<file path="src/pim_map.vh">
// Address map, field positions and reset values of the process image mapper.
// Included by every design file of the mapper; definitions only.
`ifndef PIM_MAP_VH
`define PIM_MAP_VH

// ********************************
// Bus regions, selected by haddr[11:10]
// ********************************
`define PIM_REGION_IN    2'h0
`define PIM_REGION_OUT   2'h1
`define PIM_REGION_CTL   2'h2

// Control region word indices
`define PIM_STATUS_IDX   8'h00
`define PIM_MASK_IDX     8'h01

// ********************************
// Event bit positions in status and mask
// ********************************
`define PIM_EV_MANUAL    0
`define PIM_EV_DIAG      1
`define PIM_EV_DIAG2     2
`define PIM_EV_COUNT     3

// ********************************
// Writable bits per output byte
// ********************************
`define PIM_BM_FULL      8'hFF
`define PIM_BM_NIBBLE    8'h0F
`define PIM_BM_PAIR      8'h03
`define PIM_BM_SINGLE    8'h01
`define PIM_BM_NONE      8'h00

// ********************************
// Bus encodings and reset values
// ********************************
`define PIM_HSIZE_WORD   3'h2
`define PIM_RESP_OKAY    1'b0
`define PIM_STATUS_RST   3'h0
`define PIM_MASK_RST     3'h0
`define PIM_WORD_RST     16'h0000
`define PIM_RDATA_RST    32'h0000_0000

`endif

</file>
<file path="src/pim_in_image.v">
// Builds the input process image from the attached module data, one clock late.
// Assumes all module inputs are synchronous to i_clock.
`timescale 1ns/100ps
`include "pim_map.vh"

module pim_in_image #(
    parameter N_AI     = 4,
    parameter N_DI8    = 1,
    parameter N_DI4    = 1,
    parameter IN_WORDS = 10
) (
    input  wire                  i_clock,
    input  wire                  i_rst,
    input  wire [15:0]           i_ai1_value,
    input  wire [15:0]           i_ai1_ref,
    input  wire [16*N_AI-1:0]    i_ai_byte,
    input  wire [8*N_DI8-1:0]    i_input_channel_bit8,
    input  wire [4*N_DI4-1:0]    i_input_channel_bit4,
    input  wire                  i_do1_manual,
    input  wire [1:0]            i_dodiag_fault,
    input  wire [3:0]            i_dodiag2_fault,
    output reg  [16*IN_WORDS-1:0] o_image
);

    localparam DB    = N_DI8 + N_DI4 + 3;
    localparam AIW   = 2 + N_AI;
    localparam FIXED = N_DI8 + N_DI4;

    wire [8*DB-1:0]        dig;
    wire [16*IN_WORDS-1:0] next_image;

    // ********************************
    // Digital bytes: 8-ch, 4-ch, then output-module feedback bytes
    // ********************************
    genvar j;
    generate
        for (j = 0; j < N_DI8; j = j + 1) begin : g_di8
            assign dig[8*j +: 8] = i_input_channel_bit8[8*j +: 8];
        end
        for (j = 0; j < N_DI4; j = j + 1) begin : g_di4
            assign dig[8*(N_DI8+j) +: 8] = {4'h0, i_input_channel_bit4[4*j +: 4]};
        end
    endgenerate

    assign dig[8*FIXED +: 8]     = {7'h00, i_do1_manual};
    assign dig[8*(FIXED+1) +: 8] = {6'h00, i_dodiag_fault};
    assign dig[8*(FIXED+2) +: 8] = {4'h0, i_dodiag2_fault};

    // ********************************
    // Word layout: analog words first, then digital bytes
    // ********************************
    // Each channel word holds its even byte low and odd byte high
    assign next_image[16*AIW-1:0] = {i_ai_byte, i_ai1_ref, i_ai1_value};
    assign next_image[16*AIW +: 8*DB] = dig;

    generate
        if (DB % 2 == 1) begin : g_pad
            assign next_image[16*IN_WORDS-1 -: 8] = `PIM_BM_NONE;
        end
    endgenerate

    always @(posedge i_clock) begin
        if (i_rst) begin
            o_image <= {IN_WORDS{`PIM_WORD_RST}};
        end else begin
            o_image <= next_image;
        end
    end

endmodule

</file>
<file path="src/pim_irq.v">
// Sticky event status with write-one-to-clear, a mask and one level interrupt.
// Assumes one-cycle event pulses and a one-cycle clear strobe from the bus side.
`timescale 1ns/100ps
`include "pim_map.vh"

module pim_irq #(
    parameter W = 3
) (
    input  wire         i_clock,
    input  wire         i_rst,
    input  wire [W-1:0] i_event,
    input  wire [W-1:0] i_clear,
    input  wire         i_mask_we,
    input  wire [W-1:0] i_mask_data,
    output reg  [W-1:0] o_status,
    output reg  [W-1:0] o_mask,
    output wire         o_irq
);

    // ********************************
    // Status and mask
    // ********************************
    // A new event wins over a clear in the same cycle
    always @(posedge i_clock) begin
        if (i_rst) begin
            o_status <= `PIM_STATUS_RST;
            o_mask   <= `PIM_MASK_RST;
        end else begin
            o_status <= (o_status & ~i_clear) | i_event;
            if (i_mask_we) begin
                o_mask <= i_mask_data;
            end
        end
    end

    assign o_irq = |(o_status & o_mask);

endmodule

</file>
<file path="src/pim_mapper.v">
// Process image mapper: input and output images of a node reached over AHB-Lite.
// Assumes a single AHB-Lite master, word transfers, and synchronous module data.
//
// Notes on behaviour
// - One output image bit drives each digital channel.
// - Digital output bytes follow analog output words.
// - Input channel k sits at bit k-1.
// - Output channel k controlled by bit k-1.
// - Single output: manual flag, control both bit 0.
// - Two-channel fault flags at input bits 0, 1.
// - Two-bit fault codes at bits 0-3, outputs 0-1.
// - Only 16-bit analog values reach the image.
// - Analog words little-endian: even byte low.
// - Analog input words precede digital input data.
// - Single analog input: value word 0, reference 1.
// - Two analog channels at word offsets 0, 1.
// - Analog channel k at word offset k-1.
// - Each digital input gives one state bit.
// - Byte data first, then bits packed into words.
`timescale 1ns/100ps
`include "pim_map.vh"

module pim_mapper #(
    parameter N_AI  = 4,
    parameter N_DI8 = 1,
    parameter N_DI4 = 1,
    parameter N_AO  = 2,
    parameter N_DO8 = 1,
    parameter N_DO4 = 1,
    parameter N_DO2 = 1
) (
    input  wire                i_clock,
    input  wire                i_rst,
    // AHB-Lite slave
    input  wire                i_hsel,
    input  wire [31:0]         i_haddr,
    input  wire [1:0]          i_htrans,
    input  wire                i_hwrite,
    input  wire [2:0]          i_hsize,
    input  wire [31:0]         i_hwdata,
    input  wire                i_hready,
    output wire                o_hreadyout,
    output wire                o_hresp,
    output reg  [31:0]         o_hrdata,
    output wire                o_irq,
    // Analog input modules
    input  wire [15:0]         i_ai1_value,
    input  wire [15:0]         i_ai1_ref,
    input  wire [16*N_AI-1:0]  i_ai_byte,
    // Digital input modules
    input  wire [8*N_DI8-1:0]  i_input_channel_bit8,
    input  wire [4*N_DI4-1:0]  i_input_channel_bit4,
    // Feedback from output modules
    input  wire                i_do1_manual,
    input  wire [1:0]          i_dodiag_fault,
    input  wire [3:0]          i_dodiag2_fault,
    // Output modules
    output wire [16*N_AO-1:0]  o_ao_value,
    output wire [8*N_DO8-1:0]  o_do8,
    output wire [4*N_DO4-1:0]  o_do4,
    output wire [2*N_DO2-1:0]  o_do2,
    output wire                o_do1_ch,
    output wire [1:0]          o_dodiag_ch,
    output wire [1:0]          o_dodiag2_ch
);

    // ********************************
    // Image sizes
    // ********************************
    localparam DBI       = N_DI8 + N_DI4 + 3;
    localparam IN_WORDS  = 2 + N_AI + (DBI + 1) / 2;
    localparam DBO       = N_DO8 + N_DO4 + N_DO2 + 3;
    localparam OUT_WORDS = N_AO + (DBO + 1) / 2;
    localparam B_DO1     = N_DO8 + N_DO4 + N_DO2;
    localparam B_DIAG    = B_DO1 + 1;
    localparam B_DIAG2   = B_DO1 + 2;
    // Word counts as bounds for the index decode
    localparam [8:0] IN_LIMIT  = IN_WORDS[8:0];
    localparam [8:0] OUT_LIMIT = OUT_WORDS[8:0];

    // ********************************
    // Declarations
    // ********************************
    reg                        dp_valid;
    reg                        dp_write;
    reg  [11:0]                dp_addr;
    reg  [16*OUT_WORDS-1:0]    out_img;
    reg                        prev_manual;
    reg  [1:0]                 prev_diag;
    reg  [3:0]                 prev_diag2;
    reg  [31:0]                next_rdata;
    wire [16*IN_WORDS-1:0]     in_img;
    wire [16*OUT_WORDS-1:0]    out_mask;
    wire [8*DBO-1:0]           dig_out;
    wire                       take;
    wire [1:0]                 a_region;
    wire [7:0]                 a_idx;
    wire [1:0]                 dp_region;
    wire [7:0]                 dp_idx;
    wire                       wr_out;
    wire                       wr_status;
    wire                       wr_mask;
    wire [`PIM_EV_COUNT-1:0]   ev;
    wire [`PIM_EV_COUNT-1:0]   ev_clear;
    wire [`PIM_EV_COUNT-1:0]   status;
    wire [`PIM_EV_COUNT-1:0]   mask;

    // ********************************
    // Input image
    // ********************************
    pim_in_image #(
        .N_AI     (N_AI),
        .N_DI8    (N_DI8),
        .N_DI4    (N_DI4),
        .IN_WORDS (IN_WORDS)
    ) u_in_image (
        .i_clock              (i_clock),
        .i_rst                (i_rst),
        .i_ai1_value          (i_ai1_value),
        .i_ai1_ref            (i_ai1_ref),
        .i_ai_byte            (i_ai_byte),
        .i_input_channel_bit8 (i_input_channel_bit8),
        .i_input_channel_bit4 (i_input_channel_bit4),
        .i_do1_manual         (i_do1_manual),
        .i_dodiag_fault       (i_dodiag_fault),
        .i_dodiag2_fault      (i_dodiag2_fault),
        .o_image              (in_img)
    );

    // ********************************
    // AHB-Lite address phase
    // ********************************
    assign take      = i_hsel & i_htrans[1] & i_hready;
    assign a_region  = i_haddr[11:10];
    assign a_idx     = i_haddr[9:2];
    assign dp_region = dp_addr[11:10];
    assign dp_idx    = dp_addr[9:2];

    // Zero wait states, always OKAY
    assign o_hreadyout = 1'b1;
    assign o_hresp     = `PIM_RESP_OKAY;

    // Address phase kept for the data phase that follows
    always @(posedge i_clock) begin
        if (i_rst) begin
            dp_valid <= 1'b0;
            dp_write <= 1'b0;
            dp_addr  <= 12'h000;
        end else if (i_hready) begin
            dp_valid <= take;
            dp_write <= take & i_hwrite & (i_hsize == `PIM_HSIZE_WORD);
            dp_addr  <= i_haddr[11:0];
        end
    end

    // ********************************
    // Read data, sampled at the address phase
    // ********************************
    // A read addressed in the data phase of a write
    // to the same word still returns the old value
    always @* begin
        next_rdata = `PIM_RDATA_RST;
        case (a_region)
            `PIM_REGION_IN: begin
                if ({1'b0, a_idx} < IN_LIMIT) begin
                    next_rdata[15:0] = in_img[16*a_idx +: 16];
                end
            end
            `PIM_REGION_OUT: begin
                if ({1'b0, a_idx} < OUT_LIMIT) begin
                    next_rdata[15:0] = out_img[16*a_idx +: 16];
                end
            end
            `PIM_REGION_CTL: begin
                if (a_idx == `PIM_STATUS_IDX) begin
                    next_rdata[`PIM_EV_COUNT-1:0] = status;
                end else if (a_idx == `PIM_MASK_IDX) begin
                    next_rdata[`PIM_EV_COUNT-1:0] = mask;
                end
            end
            // Unused region reads zero
            default: begin
                next_rdata = `PIM_RDATA_RST;
            end
        endcase
    end

    always @(posedge i_clock) begin
        if (i_rst) begin
            o_hrdata <= `PIM_RDATA_RST;
        end else if (take & ~i_hwrite) begin
            o_hrdata <= next_rdata;
        end
    end

    // ********************************
    // Data phase writes
    // ********************************
    // Non-word writes never get here: dp_write drops them
    assign wr_out    = dp_valid & dp_write & (dp_region == `PIM_REGION_OUT);
    assign wr_status = dp_valid & dp_write & (dp_region == `PIM_REGION_CTL)
                       & (dp_idx == `PIM_STATUS_IDX);
    assign wr_mask   = dp_valid & dp_write & (dp_region == `PIM_REGION_CTL)
                       & (dp_idx == `PIM_MASK_IDX);

    // ********************************
    // Output image: writable bits per byte
    // ********************************
    assign out_mask[16*N_AO-1:0] = {(2*N_AO){`PIM_BM_FULL}};

    genvar b;
    generate
        for (b = 0; b < 2 * (OUT_WORDS - N_AO); b = b + 1) begin : g_omask
            localparam [7:0] BM = (b < N_DO8)                 ? `PIM_BM_FULL   :
                                  (b < N_DO8 + N_DO4)         ? `PIM_BM_NIBBLE :
                                  (b < B_DO1)                 ? `PIM_BM_PAIR   :
                                  (b == B_DO1)                ? `PIM_BM_SINGLE :
                                  (b == B_DIAG || b == B_DIAG2) ? `PIM_BM_PAIR :
                                                                `PIM_BM_NONE;
            assign out_mask[16*N_AO + 8*b +: 8] = BM;
        end
    endgenerate

    // ********************************
    // Output image words
    // ********************************
    genvar w;
    generate
        for (w = 0; w < OUT_WORDS; w = w + 1) begin : g_oword
            localparam [31:0] IDX = w;
            // Masked bits stay zero whatever the write carries
            always @(posedge i_clock) begin
                if (i_rst) begin
                    out_img[16*w +: 16] <= `PIM_WORD_RST;
                end else if (wr_out && {24'h00_0000, dp_idx} == IDX) begin
                    out_img[16*w +: 16] <= i_hwdata[15:0] & out_mask[16*w +: 16];
                end
            end
        end
    endgenerate

    // ********************************
    // Channel drive from the output image
    // ********************************
    // Channel pins follow the image registers directly
    assign o_ao_value = out_img[16*N_AO-1:0];
    assign dig_out    = out_img[16*N_AO +: 8*DBO];

    genvar m;
    generate
        for (m = 0; m < N_DO8; m = m + 1) begin : g_do8
            assign o_do8[8*m +: 8] = dig_out[8*m +: 8];
        end
        for (m = 0; m < N_DO4; m = m + 1) begin : g_do4
            assign o_do4[4*m +: 4] = dig_out[8*(N_DO8+m) +: 4];
        end
        for (m = 0; m < N_DO2; m = m + 1) begin : g_do2
            assign o_do2[2*m +: 2] = dig_out[8*(N_DO8+N_DO4+m) +: 2];
        end
    endgenerate

    assign o_do1_ch     = dig_out[8*B_DO1];
    assign o_dodiag_ch  = dig_out[8*B_DIAG +: 2];
    assign o_dodiag2_ch = dig_out[8*B_DIAG2 +: 2];

    // ********************************
    // Events: manual mode entered, fault raised
    // ********************************
    always @(posedge i_clock) begin
        if (i_rst) begin
            prev_manual <= 1'b0;
            prev_diag   <= 2'h0;
            prev_diag2  <= 4'h0;
        end else begin
            prev_manual <= i_do1_manual;
            prev_diag   <= i_dodiag_fault;
            prev_diag2  <= i_dodiag2_fault;
        end
    end

    // A level already high at reset release counts as an event
    assign ev[`PIM_EV_MANUAL] = i_do1_manual & ~prev_manual;
    assign ev[`PIM_EV_DIAG]   = |(i_dodiag_fault & ~prev_diag);
    assign ev[`PIM_EV_DIAG2]  = (i_dodiag2_fault != prev_diag2) & (|i_dodiag2_fault);

    assign ev_clear = wr_status ? i_hwdata[`PIM_EV_COUNT-1:0] : {`PIM_EV_COUNT{1'b0}};

    pim_irq #(
        .W (`PIM_EV_COUNT)
    ) u_irq (
        .i_clock     (i_clock),
        .i_rst       (i_rst),
        .i_event     (ev),
        .i_clear     (ev_clear),
        .i_mask_we   (wr_mask),
        .i_mask_data (i_hwdata[`PIM_EV_COUNT-1:0]),
        .o_status    (status),
        .o_mask      (mask),
        .o_irq       (o_irq)
    );

endmodule

</file>
<file path="config.mk">
export PLATFORM = sky130hd
export DESIGN_NAME = pim_mapper
export DESIGN_NICKNAME = d
export VERILOG_FILES = /design/src/pim_in_image.v /design/src/pim_irq.v /design/src/pim_mapper.v
export VERILOG_INCLUDE_DIRS = /design/src
export SDC_FILE = /design/constraint.sdc
export NUM_CORES = 1
export LEC_CHECK = 0
export ABC_AREA = 1
export BUFFER_PORTS_ARGS = -buffer_cell sky130_fd_sc_hd__buf_2
export CAP_MARGIN = 10
export CORE_MARGIN = 2
export CORE_UTILIZATION = 35
export CTS_CLUSTER_DIAMETER = 60
export DETAILED_ROUTE_END_ITERATION = 10
export PLACE_DENSITY = 0.59
export SLEW_MARGIN = 20
export SYNTH_ARGS = -nofsm -noshare
export SYNTH_HDL_FRONTEND = slang
export SYNTH_HIERARCHICAL = 1
export SYNTH_SLANG_ARGS = --single-unit
</file>
<file path="constraint.sdc">
create_clock -name i_clock -period 1.9 [get_ports i_clock]
set_input_delay 0.38 -clock i_clock [delete_from_list [all_inputs] [get_ports i_clock]]
set_output_delay 0.38 -clock i_clock [all_outputs]
set_load 0.02 [all_outputs]
</file>
After elaboration in Yosys (flattened, before gate mapping) --
Cells that the tools add are included.
Word-level totals: logic and storage cells 69, flip-flop bits (word level) 238, input bits 189, output and inout port bits 86
Cells by class: muxes and demuxes 7, reduce and logical (&&, ||, !) cells 11, eq/ne operators 11, bitwise logic cells 20, shift operators 2, $lt $le $gt $ge 2
Operators by type and width (number):
- indexed part select 144 x 13 -> 16 bit | 1
- indexed part select 80 x 13 -> 16 bit | 1
- two-way mux 16 bit | 2
- one-hot mux 13 bit (2 select lines) | 1
- equality test 8 x 1 -> 1 bit (second input constant) | 2
- equality test 8 x 2 -> 1 bit (second input constant) | 2
- zero test 8 bit | 2
- AND 1 bit | 12
- two-way mux 3 bit | 3
- one-hot mux 3 bit (3 select lines) | 1
- equality test 8 x 3 -> 1 bit (second input constant) | 1
- less-than comparator 8 x 3 -> 1 bit (second input constant) | 1
- less-than comparator 8 x 4 -> 1 bit (second input constant) | 1
- AND 3 bit | 2
- logical AND 1 bit | 5
- equality test 2 x 1 -> 1 bit (second input constant) | 2
- equality test 2 bit (second input constant) | 2
- inequality test 4 bit | 1
- OR reduction 4 bit | 1
- equality test 3 x 2 -> 1 bit (second input constant) | 1
- NOT 3 bit | 1
- bitwise OR 3 bit | 1
- OR reduction 3 bit | 1
- AND 2 bit | 1
- other kinds (4) | 5

Longest topological paths before layout --
depth in word-level cells 7, mapped depth 12, depth with buffers taken out 11

Cells and area by module --
The synthesis kept the hierarchy.
By module, submodules not included:
- pim_mapper | sequential area each 1721.7 µm², cells an instance 836, times used 1, area an instance 5232.5 µm²
- pim_in_image | sequential area each 2302.2 µm², cells an instance 388, times used 1, area an instance 3489.6 µm²
- pim_irq | sequential area each 120.1 µm², cells an instance 33, times used 1, area an instance 230.2 µm²

Worst setup path after synthesis --
OpenSTA, ideal clock, no wires.
path type reg-to-reg, from register dp_addr[4], to register u_irq.o_mask[2], buffers on the path 0, cell stages (with the launch flop) 8, arrival time 1.394 ns, path slack 0.391 ns, setup time 0.116 ns, data required time 1.784 ns, period minus slack after synthesis 1.509 ns, cells stage by stage dfxtp_1 -> or2_1 -> nor2_2 -> nand3b_1 -> nor4_1 -> inv_1 -> nor2_1 -> nor2_1
Between the ends: longest elaborated chain between the ends 2
RTL lines:
- start, declared | RTL line pim_mapper.v:86 | reg [11:0] dp_addr;
- start signal, assigned | RTL line pim_mapper.v:152 | dp_addr <= i_haddr[11:0];
- equality test 8 x 1 -> 1 bit
- AND 1 bit | RTL line pim_mapper.v:203 | assign wr_mask = dp_valid & dp_write & (dp_region == `PIM_REGION_CTL)
- named net wr_mask | RTL line pim_mapper.v:102 | wire wr_mask;
- end signal, assigned | RTL line pim_irq.v:27 | o_mask <= `PIM_MASK_RST;
- end signal, assigned | RTL line pim_irq.v:31 | o_mask <= i_mask_data;
- end, declared | RTL line pim_irq.v:16 | output reg [W-1:0] o_mask,
The timed path passes the listed nets, and every way through them passes these cells. A chain may end at the register's enable or synchronous reset.

Worst setup path after layout --
from register dp_addr[2], to register out_img[0] (netlist: o_ao_value[0])
Between the ends: longest elaborated chain between the ends 2
RTL lines:
- zero test 8 bit | RTL line pim_mapper.v:235 | end else if (wr_out && {24'h00_0000, dp_idx} == IDX) begin
- logical AND 1 bit | RTL line pim_mapper.v:235
- end signal, assigned by index | RTL line pim_mapper.v:234 | out_img[16*w +: 16] <= `PIM_WORD_RST;
- end signal, assigned by index | RTL line pim_mapper.v:236 | out_img[16*w +: 16] <= i_hwdata[15:0] & out_mask[16*w +: 16];
- end, declared | RTL line pim_mapper.v:87 | reg [16*OUT_WORDS-1:0] out_img;
No other way between the ends.

==> flow_summary.json <==
{
  "status": "completed",
  "first_iter_violations": 529,
  "slew_viol_final": 0,
  "p_leak_nw": 5.69,
  "cts_tree": "built",
  "fmax_mhz": 606,
  "fin_util_pct": 44.4,
  "synth_ff_type": "dfxtp_1",
  "endpoint_kind": "flip-flop",
  "peakVddDrop_mv": 0.772,
  "drc": 0,
  "fin_crit_sh_pct": 86.8,
  "syn_area_mm2": 0.00895,
  "dieWidth_um": 164,
  "fp-row-count": 58,
  "synth_edf_count": 0,
  "dpl.hpwl_um": 18100,
  "grt_use_total_pct": 18.3,
  "r2r_setup_slack_ns": 0.25,
  "yosysWarnings": 6,
  "hold_viol": 0,
  "clock_skew_ns": 0.0162,
  "synth.distinct_cells": 37,
  "synth_common_cells": "nor2_1, dfxtp_1, nand2_1",
  "ctsHtreeMaxLevel": 1,
  "pwr-share-comb_pct": 8.8,
  "worst_pin_slew_ns": 0.593,
  "period_needed_ns": 1.65,
  "reg2reg_to": "o_ao_value[0]",
  "tns_ns": 0,
  "place_inst": 1775,
  "synth_top_area_share_pct": 46.3,
  "syn_to_final_growth_pct": 25.0,
  "layout.cells.non_filler": 1819,
  "setup_ws_ns": 0.250,
  "grt_pass1_wl_um": 39100,
  "coreArea_mm2": 0.0252,
  "cts_setup_buffers": 0,
  "cp.required_ns": 2.33,
  "hold_path_depth": 3,
  "syn_area_per_cell_um2": 7.12,
  "dieHeight_um": 164,
  "fin_area_mm2": 0.0112,
  "intPower_mw": 8.17,
  "whs_ns": 0.0757,
  "port_buffers": 217,
  "ios": 275,
  "insertion_delay_ns": 0.51,
  "post-place-ws_ns": 0.0125,
  "crit_fanout": 28,
  "crit_type": "flip-flop to flip-flop",
  "drt-vias-per-instance": 4.48,
  "p_clk_share_pct": 48.3,
  "antenna_left": 0,
  "drtPass1Iterations": 7,
  "antenna_found_initial": 0,
  "hold_end": "u_in_image/o_image[49]",
  "rsz0062_at_grt": "no",
  "async_flop_share_pct": 0,
  "placed_area_mm2": 0.0103,
  "startpoint_type": "flip-flop",
  "grt.overflow.total": 0,
  "vias": 8157,
  "cts_sinks": 207,
  "clk_path_buf_depth": 3,
  "clockRootBuffer": "clkbuf_16",
  "initial_core_util_pct": 35.6,
  "drive_above_1_share_pct": 21.5,
  "final_nets": 1660,
  "setup_viol": 0,
  "routedWlPerCell_um": 13.7,
  "seq_power_share_pct": 42.9,
  "synth_cells": 1257,
  "hp-start": "i_ai_byte[17]",
  "yosysMostFrequentCell": "nor2_1",
  "cts_hold_buf": 0,
  "fin_total_pwr_mw": 10.6,
  "cts-resized-gates": 0,
  "p_switching_mw": 2.44,
  "routed_wl_um": 25000,
  "netSwitchingFraction_pct": 23.0,
  "reg2reg_from": "dp_addr[2]",
  "synth-seq-cells": 207,
  "relSlewSlack_pct": 60.4,
  "clk_pin_slew_worst_paths_ns": 0.06,
  "yosys-top-cells-area": "dfxtp_1, nor2_1, nand2_1",
  "r2r_cells": 6,
  "grt_max_degree": 136,
  "min_path_type": "primary input to flip-flop",
  "first_global_vias": 7524,
  "ys_seq_area_share_pct": 46.3,
  "gp_congestion": 0.795,
  "critical_path_arrival_ns": 2.08,
  "power.density_mw_per_mm2": 949,
  "die_area_mm2": 0.0269,
  "cap_violations": 0,
  "netlist.top_cell.by_area": "dfxtp_1",
  "cts_inserted_buffers": 24
}
## layout make-up
cell class	instances	area, µm²
antenna	1	2.50
clock buffer	30	664
clock inverter	13	233
fill	2583	14000
inverter	188	709
multi-input combinational	797	3540
sequential	207	4140
tap	330	413
timing repair buffer	253	1480
## layout by cell type, fill, tap and decap left out, types with 6 or more instances in the layout
| cell type | instances |
|---|---|
| o21ai_0 | 111 |
| o21ai_1 | 11 |
| buf_12 | 10 |
| clkbuf_16 | 25 |
| nor3_1 | 8 |
| a31oi_1 | 7 |
| buf_4 | 27 |
| conb_1 | 47 |
| nand3_1 | 63 |
| o22ai_1 | 12 |
| or2_2 | 9 |
| buf_2 | 216 |
| a21oi_1 | 89 |
| dfxtp_1 | 207 |
| inv_1 | 182 |
| nor2_1 | 214 |
| nand2_1 | 194 |
| bufinv_16 | 6 |
## critical path, stage by stage (launching register included)
cell      delay (ns)
dfxtp_1         0.34
or2_1           0.26
nor3_2          0.22
nand2_1         0.17
clkinv_2        0.32
o21ai_0         0.13
a21oi_1         0.13
## metal layers
layer	wire (µm)	vias up	global-route usage [%]	part of all wire [%]
li1	-	4237	-	-
met1	11800	3603	25.6	47
met2	11000	279	29.6	44
met3	1690	38	2.85	6.7
met4	559	0	4.39	2.2
met5	0	-	0	0
## registers in the layout, summed over array words and instances, names as in the netlist, 4 cells and up
register,count
o_hrdata,16
u_in_image/o_image,115
o_do8,8
o_do4,4
prev_diag2,4
dp_addr,10
o_ao_value,32
## how the worst max path moves through the flow
stage / depth (start not counted) / startpoint / slack [ns] / endpoint
after floorplan: 7 / dp_addr[4] / 0.39 / u_irq/o_mask[2]
after global placement: 11 / i_haddr[2] / 0.08 / o_hrdata[2]
after detailed placement: 11 / i_haddr[2] / 0.01 / o_hrdata[2]
after CTS: 6 / dp_addr[2] / 0.24 / o_ao_value[0]
after global routing: 9 / dp_addr[9] / 0.08 / u_irq/o_mask[2]
final: 6 / dp_addr[2] / 0.25 / o_ao_value[0]
## power by group through the flow
| stage | sequential, mW | combinational (mW) | clock (mW) |
|---|---|---|---|
| after global placement | 4.65 | 0.932 | 0 |
| after floorplan | 4.65 | 0.629 | 0 |
| after detailed placement | 4.65 | 0.937 | 0 |
| after global routing | 4.57 | 1.06 | 5.40 |
| final | 4.56 | 0.933 | 5.12 |
| after CTS | 4.56 | 0.941 | 5.24 |
## kinds of logic after synthesis
kind of cell	Yosys count	synth area share (%)
simple gates	511	23.6
buf+inv	297	16.0
xor+xnor	4	0.391
flops	207	46.3
other cells	3	0.126
compound gates	235	13.6
(Power assumes the default switching activity.)
